==> src/hdl/nac_pkg.sv <==
package nac_pkg;

	// Register byte addresses on the plain register port
	localparam int            ADDR_W          = 9;
	localparam logic [8:0]    OFS_ADDR_LOW    = 9'h180;
	localparam logic [8:0]    OFS_ADDR_HIGH   = 9'h184;
	localparam logic [8:0]    OFS_DATA_LOW    = 9'h188;
	localparam logic [8:0]    OFS_CTRL        = 9'h18C;
	localparam logic [8:0]    OFS_DATA_HIGH   = 9'h190;
	localparam logic [8:0]    OFS_UNLOCK      = 9'h194;
	localparam logic [8:0]    OFS_IRQ_STATUS  = 9'h198;
	localparam logic [8:0]    OFS_IRQ_MASK    = 9'h19C;

	// Control register field positions
	localparam int            CTL_RD_GO       = 0;
	localparam int            CTL_WR_GO       = 1;
	localparam int            CTL_ALLOW       = 2;
	localparam int            CTL_ABORT       = 3;
	localparam int            CTL_SPACE       = 7;

	// Interrupt status and mask field positions
	localparam int            IRQ_W           = 2;
	localparam int            IRQ_WR_DONE     = 0;
	localparam int            IRQ_RD_DONE     = 1;

	// Unlock key values, in the order they must arrive
	localparam logic [7:0]    UNLOCK_KEY1     = 8'h55;
	localparam logic [7:0]    UNLOCK_KEY2     = 8'hAA;

	// Read latency in clock cycles per memory space
	localparam logic [1:0]    DATA_READ_CYC   = 2'h1;
	localparam logic [1:0]    FLASH_READ_CYC  = 2'h2;

	// Clock and default write duration
	localparam int            CLOCK_PERIOD_PS = 5000;
	localparam int            WRITE_TIME_US   = 4000;

	// Reset values
	localparam logic [7:0]    RST_BYTE        = 8'h00;
	localparam logic [1:0]    RST_IRQ         = 2'h0;

	// Unlock tracker states
	typedef enum logic [1:0] {
		NAC_UL_IDLE,
		NAC_UL_GOT_KEY1,
		NAC_UL_ARMED
	} nac_unlock_t;

endpackage

==> src/hdl/nac_write_timer.sv <==
`timescale 1ns/1ps
`default_nettype none

module nac_write_timer #(
	parameter int CYCLES = 800000
) (
	input  wire logic i_clock,
	input  wire logic i_resetn,
	input  wire logic i_start,
	input  wire logic i_abort,
	output logic      o_busy,
	output logic      o_done
);

	localparam int CNT_W = $clog2(CYCLES + 1);
	localparam logic [CNT_W-1:0] LOAD    = CNT_W'(CYCLES);
	localparam logic [CNT_W-1:0] CNT_ONE = CNT_W'(1);
	localparam logic [CNT_W-1:0] CNT_ZERO = CNT_W'(0);

	if (CYCLES < 1) begin : g_chk
		$error("nac_write_timer: CYCLES must be at least 1");
	end

	typedef struct packed {
		logic [CNT_W-1:0] cnt;
		logic             done;
	} nac_tmr_t;

	nac_tmr_t st_ff;
	nac_tmr_t nxt_st;

	// Count down the write; an abort drops the count with no done pulse
	always_comb begin
		nxt_st = st_ff;
		nxt_st.done = 1'b0;
		if (i_abort) begin
			nxt_st.cnt = CNT_ZERO;
		end else if (i_start) begin
			nxt_st.cnt = LOAD;
		end else if (st_ff.cnt != CNT_ZERO) begin
			nxt_st.cnt = st_ff.cnt - CNT_ONE;
			nxt_st.done = (st_ff.cnt == CNT_ONE);
		end
	end

	always_ff @(posedge i_clock or negedge i_resetn) begin
		if (!i_resetn) begin
			st_ff <= '0;
		end else begin
			st_ff <= nxt_st;
		end
	end

	assign o_busy = (st_ff.cnt != CNT_ZERO);
	assign o_done = st_ff.done;

endmodule

`default_nettype wire

==> src/hdl/nac_access_ctrl.sv <==
`timescale 1ns/1ps
`default_nettype none

module nac_access_ctrl #(
	parameter int ADDR_HI_W     = 5,
	parameter int DATA_HI_W     = 6,
	parameter int WRITE_TIME_US = nac_pkg::WRITE_TIME_US
) (
	input  wire logic        i_clock,
	input  wire logic        i_resetn,
	input  wire logic        i_ext_reset_pin_rst,
	input  wire logic        i_dog_timer_rst,
	input  wire logic [8:0]  i_addr,
	input  wire logic [7:0]  i_wdata,
	input  wire logic        i_wr,
	input  wire logic        i_rd,
	output logic      [7:0]  o_rdata,
	output logic      [12:0] o_mem_addr,
	output logic      [13:0] o_mem_wdata,
	output logic             o_mem_space,
	output logic             o_mem_rd,
	output logic             o_mem_wr,
	input  wire logic [13:0] i_mem_rdata,
	output logic             o_irq
);

	localparam longint WRITE_PS     = longint'(WRITE_TIME_US) * 64'd1000000;
	localparam int     WRITE_CYCLES = int'(WRITE_PS / longint'(nac_pkg::CLOCK_PERIOD_PS));

	// Ports are sized for the full 13-bit address and 14-bit word
	if (ADDR_HI_W != 5 || DATA_HI_W != 6 || WRITE_CYCLES < 1) begin : g_chk
		$error("nac_access_ctrl: unsupported width or write time");
	end

	typedef struct packed {
		logic [7:0]                  addr_lo;
		logic [ADDR_HI_W-1:0]        addr_hi;
		logic [7:0]                  data_lo;
		logic [DATA_HI_W-1:0]        data_hi;
		logic                        space;
		logic                        abort;
		logic                        allow;
		logic                        wr_go;
		logic                        rd_go;
		nac_pkg::nac_unlock_t        unlock;
		logic [1:0]                  rd_cnt;
		logic                        mem_rd;
		logic                        mem_wr;
		logic [12:0]                 mem_addr;
		logic [nac_pkg::IRQ_W-1:0]   irq_stat;
		logic [nac_pkg::IRQ_W-1:0]   irq_mask;
		logic                        irq;
		logic [7:0]                  rdata;
	} nac_state_t;

	nac_state_t st_ff;
	nac_state_t nxt_st;
	logic       warm_rst;
	logic       start_write;
	logic       timer_done;
	logic       busy;
	logic       ctrl_wr;

	assign warm_rst = i_ext_reset_pin_rst | i_dog_timer_rst;
	assign busy     = st_ff.mem_wr | (st_ff.rd_cnt != 2'h0);
	assign ctrl_wr  = i_wr && (i_addr == nac_pkg::OFS_CTRL);

	// Write starts only when armed by the key pair and allowed before this access
	assign start_write = ctrl_wr && i_wdata[nac_pkg::CTL_WR_GO] && !warm_rst
		&& (st_ff.unlock == nac_pkg::NAC_UL_ARMED)
		&& st_ff.allow && !busy;

	// Internal timer fixes write length, not software
	nac_write_timer #(
		.CYCLES (WRITE_CYCLES)
	) u_timer (
		.i_clock  (i_clock),
		.i_resetn (i_resetn),
		.i_start  (start_write),
		.i_abort  (warm_rst),
		.o_busy   (),
		.o_done   (timer_done)
	);

	// Next state of the whole block
	always_comb begin
		logic [nac_pkg::IRQ_W-1:0] events;
		events = '0;
		nxt_st = st_ff;
		nxt_st.rdata = nac_pkg::RST_BYTE;

		// Unlock tracker: any access that is not the next step drops it
		if (i_wr || i_rd) begin
			nxt_st.unlock = nac_pkg::NAC_UL_IDLE;
		end
		if (i_wr && i_addr == nac_pkg::OFS_UNLOCK) begin
			if (i_wdata == nac_pkg::UNLOCK_KEY1) begin
				nxt_st.unlock = nac_pkg::NAC_UL_GOT_KEY1;
			end else if (i_wdata == nac_pkg::UNLOCK_KEY2
				&& st_ff.unlock == nac_pkg::NAC_UL_GOT_KEY1) begin
				nxt_st.unlock = nac_pkg::NAC_UL_ARMED;
			end
		end

		// Address and data holding registers, frozen while an access runs
		if (i_wr && !busy) begin
			case (i_addr)
				nac_pkg::OFS_ADDR_LOW: begin
					nxt_st.addr_lo = i_wdata;
				end
				nac_pkg::OFS_ADDR_HIGH: begin
					nxt_st.addr_hi = i_wdata[ADDR_HI_W-1:0];
				end
				nac_pkg::OFS_DATA_LOW: begin
					nxt_st.data_lo = i_wdata;
				end
				nac_pkg::OFS_DATA_HIGH: begin
					nxt_st.data_hi = i_wdata[DATA_HI_W-1:0];
				end
				default: begin
				end
			endcase
		end

		// Control register: start bits are set-only, bits 6 to 4 dropped
		if (ctrl_wr) begin
			nxt_st.allow = i_wdata[nac_pkg::CTL_ALLOW];
			nxt_st.abort = i_wdata[nac_pkg::CTL_ABORT];
			if (!busy) begin
				nxt_st.space = i_wdata[nac_pkg::CTL_SPACE];
			end
			if (start_write) begin
				nxt_st.wr_go  = 1'b1;
				nxt_st.mem_wr = 1'b1;
				nxt_st.mem_addr = nxt_st.space ? {nxt_st.addr_hi, nxt_st.addr_lo}
					: {5'h00, nxt_st.addr_lo};
			end else if (i_wdata[nac_pkg::CTL_RD_GO] && !busy) begin
				nxt_st.rd_go  = 1'b1;
				nxt_st.rd_cnt = nxt_st.space ? nac_pkg::FLASH_READ_CYC
					: nac_pkg::DATA_READ_CYC;
				nxt_st.mem_addr = nxt_st.space ? {nxt_st.addr_hi, nxt_st.addr_lo}
					: {5'h00, nxt_st.addr_lo};
			end
		end

		// Read completes on its last cycle; bytes held until next read or write
		if (st_ff.rd_cnt != 2'h0) begin
			nxt_st.rd_cnt = st_ff.rd_cnt - 2'h1;
			if (st_ff.rd_cnt == 2'h1) begin
				nxt_st.data_lo = i_mem_rdata[7:0];
				if (st_ff.space) begin
					nxt_st.data_hi = i_mem_rdata[13:8];
				end
				nxt_st.rd_go = 1'b0;
				events[nac_pkg::IRQ_RD_DONE] = 1'b1;
			end
		end

		// Write end: start bit cleared and done flag raised together
		if (timer_done) begin
			nxt_st.wr_go  = 1'b0;
			nxt_st.mem_wr = 1'b0;
			events[nac_pkg::IRQ_WR_DONE] = 1'b1;
		end

		// Warm reset: a cut write raises abort; address, data, space kept
		if (warm_rst) begin
			if (st_ff.mem_wr) begin
				nxt_st.abort = 1'b1;
			end
			nxt_st.wr_go  = 1'b0;
			nxt_st.rd_go  = 1'b0;
			nxt_st.mem_wr = 1'b0;
			nxt_st.rd_cnt = 2'h0;
			nxt_st.allow  = 1'b0;
			nxt_st.unlock = nac_pkg::NAC_UL_IDLE;
		end

		// Interrupt status is write-one-to-clear; a new event beats the clear
		if (i_wr && i_addr == nac_pkg::OFS_IRQ_STATUS) begin
			nxt_st.irq_stat = st_ff.irq_stat & ~i_wdata[nac_pkg::IRQ_W-1:0];
		end
		if (i_wr && i_addr == nac_pkg::OFS_IRQ_MASK) begin
			nxt_st.irq_mask = i_wdata[nac_pkg::IRQ_W-1:0];
		end
		nxt_st.irq_stat = nxt_st.irq_stat | events;
		nxt_st.irq = |(nxt_st.irq_stat & nxt_st.irq_mask);

		// Read data stands only in the cycle after the strobe
		if (i_rd) begin
			case (i_addr)
				nac_pkg::OFS_ADDR_LOW:   nxt_st.rdata = st_ff.addr_lo;
				nac_pkg::OFS_ADDR_HIGH:  nxt_st.rdata = {3'h0, st_ff.addr_hi};
				nac_pkg::OFS_DATA_LOW:   nxt_st.rdata = st_ff.data_lo;
				nac_pkg::OFS_DATA_HIGH:  nxt_st.rdata = {2'h0, st_ff.data_hi};
				nac_pkg::OFS_CTRL:       nxt_st.rdata = {st_ff.space, 3'h0,
					st_ff.abort, st_ff.allow, st_ff.wr_go, st_ff.rd_go};
				nac_pkg::OFS_UNLOCK:     nxt_st.rdata = nac_pkg::RST_BYTE;
				nac_pkg::OFS_IRQ_STATUS: nxt_st.rdata = {6'h00, st_ff.irq_stat};
				nac_pkg::OFS_IRQ_MASK:   nxt_st.rdata = {6'h00, st_ff.irq_mask};
				default:                 nxt_st.rdata = nac_pkg::RST_BYTE;
			endcase
		end

		nxt_st.mem_rd = (nxt_st.rd_cnt != 2'h0);
	end

	// Power-up reset clears everything, abort flag included
	always_ff @(posedge i_clock or negedge i_resetn) begin
		if (!i_resetn) begin
			st_ff <= '{
				addr_lo:  nac_pkg::RST_BYTE,
				addr_hi:  '0,
				data_lo:  nac_pkg::RST_BYTE,
				data_hi:  '0,
				space:    1'b0,
				abort:    1'b0,
				allow:    1'b0,
				wr_go:    1'b0,
				rd_go:    1'b0,
				unlock:   nac_pkg::NAC_UL_IDLE,
				rd_cnt:   2'h0,
				mem_rd:   1'b0,
				mem_wr:   1'b0,
				mem_addr: 13'h0000,
				irq_stat: nac_pkg::RST_IRQ,
				irq_mask: nac_pkg::RST_IRQ,
				irq:      1'b0,
				rdata:    nac_pkg::RST_BYTE
			};
		end else begin
			st_ff <= nxt_st;
		end
	end

	assign o_rdata     = st_ff.rdata;
	assign o_mem_addr  = st_ff.mem_addr;
	assign o_mem_wdata = {st_ff.data_hi, st_ff.data_lo};
	assign o_mem_space = st_ff.space;
	assign o_mem_rd    = st_ff.mem_rd;
	assign o_mem_wr    = st_ff.mem_wr;
	assign o_irq       = st_ff.irq;
endmodule

`default_nettype wire

==> config.mk <==
export PLATFORM = sky130hd
export DESIGN_NAME = nac_access_ctrl
export DESIGN_NICKNAME = d
export VERILOG_FILES = /design/src/hdl/nac_pkg.sv /design/src/hdl/nac_write_timer.sv /design/src/hdl/nac_access_ctrl.sv
export SDC_FILE = /design/constraint.sdc
export NUM_CORES = 1
export LEC_CHECK = 0
export BUFFER_PORTS_ARGS = -buffer_cell sky130_fd_sc_hd__buf_2
export CAP_MARGIN = 20
export CELL_PAD_IN_SITES_DETAIL_PLACEMENT = 0
export CELL_PAD_IN_SITES_GLOBAL_PLACEMENT = 1
export CORE_MARGIN = 4
export CORE_UTILIZATION = 40
export CTS_BUF_LIST = sky130_fd_sc_hd__clkbuf_4 sky130_fd_sc_hd__clkbuf_8 sky130_fd_sc_hd__clkbuf_16
export CTS_CLUSTER_SIZE = 20
export DETAILED_ROUTE_END_ITERATION = 8
export PLACE_DENSITY_LB_ADDON = 0.25
export REMOVE_ABC_BUFFERS = 1
export SYNTH_ARGS = -nofsm -noshare
export SYNTH_HDL_FRONTEND = slang
export SYNTH_SLANG_ARGS = --single-unit
==> constraint.sdc <==
create_clock -name i_clock -period 2.3 [get_ports i_clock]
set_input_delay 0.46 -clock i_clock [delete_from_list [all_inputs] [get_ports i_clock]]
set_output_delay 0.46 -clock i_clock [all_outputs]
set_load 0.01 [all_outputs]
After elaboration in Yosys (flattened, before gate mapping)

Cells that the tools add are included.

Bits in read-only memories: 0
Output and inout port bits: 39
Flip-flop bits (word level): 85
Latch bits: 0
Memories kept: 0
Bits in writable memories: 0

Add/subtract/negate cells: 2
Reductions and logical operators: 26
Mux-type cells: 46
Bitwise operators: 6
Order comparisons: 0
Shift operators: 0
Equality and inequality tests: 14
Divide/modulo/power cells: 0
$mul: 0

Operator list:

| kind                                                  | count |
|---|---|
| equality test 9 bit (second input constant)           | 8 |
| one-hot mux 8 bit (7 select lines)                    | 1 |
| two-way mux 14 bit                                    | 3 |
| two-way mux 20 bit                                    | 2 |
| two-way mux 13 bit                                    | 3 |
| two-way mux 8 bit                                     | 4 |
| two-way mux 27 bit                                    | 1 |
| two-way mux 2 bit                                     | 11 |
| two-way mux 21 bit                                    | 1 |
| equality test 20 x 1 -> 1 bit (second input constant) | 1 |
| nonzero test 20 bit                                   | 1 |
| subtractor 20 x 1 -> 20 bit (second input constant)   | 1 |
| two-way mux 1 bit                                     | 16 |
| logical AND 1 bit                                     | 12 |
| two-way mux 6 bit                                     | 2 |
| nonzero test 3 bit                                    | 3 |
| equality test 8 x 7 -> 1 bit (second input constant)  | 1 |
| equality test 8 bit (second input constant)           | 1 |
| nonzero test 2 bit                                    | 4 |
| two-way mux 5 bit                                     | 1 |
| bitwise AND 2 bit                                     | 2 |
| equality test 2 x 1 -> 1 bit (second input constant)  | 2 |
| two-way mux 4 bit                                     | 1 |
| AND reduction 2 bit                                   | 2 |
| other kinds (8)                                       | 10 |

Logic depth before layout (Yosys ltp)

Word-level depth: 13
Mapped depth: 7
Depth with buffers taken out: 6

Cells and area by module

Synthesis repeated with hierarchy kept, for this count alone.

Cells, all modules: 422
Area total of the unflattened synthesis: 4535.6 µm²

By module, submodules not included:

| module          | area each (µm²) | seq. area each (µm²) | cells an instance | instances |
|---|---|---|---|---|
| nac_access_ctrl | 3325.7          | 1576.5               | 295               | 1 |
| nac_write_timer | 1209.9          | 525.5                | 127               | 1 |

Worst setup path before layout

Ideal clock, no wire load.

Path kind: input port to flip-flop
Start point: input i_addr[5]
End point: register st_ff (netlist bit o_mem_addr[3])
Path buffers: 0
Stages on the path: 5
Slack: 0.002 ns
Setup time: 0.125 ns
Required time: 2.175 ns
Data arrival time: 2.173 ns
Cells stage by stage: or4b_4 -> nand2b_4 -> nor3_4 -> mux2_2 -> mux2_4

RTL lines:

| what                 | RTL line               | source |
|---|---|---|
| start, declared      | nac_access_ctrl.sv:13  | `input wire logic [8:0] i_addr,` |
| end signal, assigned | nac_access_ctrl.sv:211 | `st_ff <= '{` |
| end signal, assigned | nac_access_ctrl.sv:232 | `st_ff <= nxt_st;` |
| end, declared        | nac_access_ctrl.sv:56  | `nac_state_t st_ff;` |

==> reports/metrics.csv <==
stage,metric,value,unit
hold_path,hp-class,in2reg,
worst_setup_path,crit_arrival,2.40,ns
worst_setup_path,worst-path-max-fanout,8,
routing,postRouteAntennaNets,0,
clock_tree,root_buffer,clkbuf_8,
placement,io_buffers,75,
synth,ys_types,55,
grt,grt_use_total,17.5,%
synth,avgSynthCellArea,10.9,um2
worst_setup_path,rr_startpoint,st_ff[28],
layout,areaGrowthSynthToFinish,16.5,%
sta,grt_setup_unrepaired,false,
sta,finalHoldViolations,0,
clock_tree,post_cts_resize_count,0,
routing,wl,10.7,mm
placement,post_dp_cell_area,4870,um2
clock_tree,cts_tree,done,
synth,ys_async_sr_fraction,100,%
layout,drive_above_1_share,35.8,%
clock_tree,clockBufferDepth,2,
routing,drt_pass1_iterations,5,
hold_path,hp-start,i_mem_rdata[4],
clock_tree,cts_made_buffers,9,
sta,max_slew_margin,55.6,%
worst_setup_path,crit_path_end_kind,flop,
status,outcome,"complete, no violations",
grt,grt_pass1_wl,17.2,mm
layout,seq_area,2100,um2
grt,overflow,0,
clock_tree,clkLatencyLatePin,0.36,ns
sta,worst_slew_pin_slew,0.666,ns
power_and_ir_drop,p_leak,2.53,nW
sta,fin_skew,0.00793,ns
die,die-area,12600,um2
die,core_area,10500,um2
routing,vias_per_cell,5.17,
worst_setup_path,criticalPathCategory,reg2reg,
sta,drv_slew,0,
worst_setup_path,critPathLaunchType,flop,
sta,final-setup-viol-count,0,
synth,synth_cells,400,
grt,grt_most_used_layer,met1,
clock_tree,clkSinkCount,84,
synth,yosysTopAreaCellShare,48.4,%
synth,synthTopCellsByArea,"dfrtp_1 48%, buf_4 6.4%, mux2_2 6.2%, mux2i_1 4.6%, nor2_1 3.6%",
sta,min_period,2.16,ns
die,die_h,112,um
synth,yosysMostFrequentCell,dfrtp_1,
die,io_pins,76,
worst_setup_path,critPathRequiredTime,2.54,ns
layout,multi_input_area,1890,um2
sta,tns,0,ns
routing,route.vias.total,3187,
clock_tree,path_clk_slew,0.09,ns
layout,final_cell_count_no_fill,616,
clock_tree,h-tree-depth,3,
layout,design_area,5060,um2
placement,post-dp-hpwl,7.97,mm
routing,drc,0,
power_and_ir_drop,power.density,860,nW/um2
worst_setup_path,cp-startpoint,st_ff[28],
synth,ys.warnings.count,0,
sta,max_freq,463,MHz
grt,grt_max_degree,45,
die,die_x,112,um
placement,gp_congestion,0.772,
placement,dp.cells,600,
routing,drt-initial-drc-count,248,
layout,final_nets,516,
synth,synth_area,4340,um2
synth,synth_ff_type,dfrtp_1,
grt,grt_use_met2,24.2,%
sta,holdWs,0.295,ns
power_and_ir_drop,ir_drop,417,uV
sta,final.period_utilization,93.8,%
layout,fillers,1000,
grt,grt_pass1_vias,3153,
synth,ys_ff_latch,84,
synth,yosys.area.top_type,dfrtp_1,
grt,grt_antenna_before_repair,0,
synth,post_synth_most_frequent_cells,"84 x dfrtp_1, 42 x nor2_1, 37 x buf_4, 32 x nand2_1, 24 x mux2_2",
synth,ys_seq_area_share,48.4,%
grt,grt_use_met3,2.91,%
grt,global_route.usage.met1,27.2,%
power_and_ir_drop,p_total,4.35,mW
job,maxCapViolations,0,
layout,n_antenna_cell,0,
synth,synth-edff-count,0,
routing,detail_route.wl_per_cell,17.4,um
die,placement_rows,37,
die,start_util,41.5,%
-- state kept, by name (all words and copies together), names as in the netlist --
name	count
o_mem_wdata	14
u_timer.o_done	1
st_ff	25
u_timer.st_ff	20
o_mem_addr	13
o_rdata	8
o_irq	1
o_mem_rd	1
o_mem_space	1
-- path summary, 6_finish.rpt --
path                                     endpoint  slack [ns]  cells past startpoint
worst max-delay path                o_mem_addr[7]        0.14                      6
worst min-delay path               o_mem_wdata[4]        0.29                      3
worst max register to register      o_mem_addr[7]        0.14                      6
worst min register to register          st_ff[33]        0.46                      1
max in group asynchronous              o_rdata[7]        1.18                      3
min in group asynchronous       u_timer.st_ff[10]        0.55                      2
-- power breakdown --
group	switching, mW	internal (mW)
Sequential	0.145	1.63
Combinational	0.871	0.727
Clock	0.520	0.458
Total	1.54	2.82
-- routing by layer --
| layer | up-vias | part of all wire, % |
|---|---|---|
| met5 | - | 0 |
| met4 | 0 | 2.1 |
| met3 | 16 | 5.3 |
| met2 | 79 | 42 |
| met1 | 1548 | 50 |
| li1 | 1544 | - |
-- cell families (layout without fill, tap and decap cells) --
kind of cell | Yosys count | after routing | share of synthesized area (%)
XOR/XNOR | 17 | 17 | 3.43
flip-flops | 84 | 84 | 48.4
buffers and inverters | 52 | 132 | 8.04
AND/OR/NAND/NOR | 135 | 135 | 16.9
adder cells (fa/ha/maj) | 3 | 3 | 0.864
AO/OA/AOI/OAI | 58 | 58 | 8.73
multiplexers | 51 | 51 | 13.6
-- timing repair --
item / 4_1_cts / 5_1_grt
hold buffers: 1 / 0
buffers inserted: 0 / 0
hold endpoints to repair: 14 / 0
-- per-stage QoR --
step | setup WS [ns] | util [%]
5_1_grt | 0.0561 | 48.4
6_report | 0.142 | 48.4
2_1_floorplan | 0.00205 | -
4_1_cts | 0.128 | 48.4
3_5_place_dp | -0.111 | 46.5
3_3_place_gp | -0.0777 | 46.5
-- critical path, cell delays in order, from the launching register on --
cell and delay (ns):
dfrtp_1 0.39, or4b_1 0.50, buf_4 0.18, nor3_4 0.21
buf_12 0.16, mux2_2 0.34, mux2_4 0.27
-- cells in the final DEF (no fill, tap or decap), drive strengths merged, types with 3 or more instances in the layout --
master      n
a21oi       9
a22o        9
a22oi       4
a31oi       3
and3        4
buf       111
clkbuf     12
clkinvlp    3
dfrtp      84
ha          3
inv         5
mux2       29
mux2i      20
nand2      32
nand3       5
nor2       42
nor3       16
nor3b       3
nor4        6
nor4bb      3
o21ai      23
or3         3
or4b        3
xnor2      15
-- cell type report --
cell class / count / area share, %
clock inverter: 3 / 0.445
timing repair buffer: 112 / 13.7
multi-input combinational: 264 / 37.4
clock buffer: 12 / 3.14
inverter: 5 / 0.371
tap: 136 / 3.36
sequential: 84 / 41.5
Note: power is estimated with default switching activity, not from simulation.
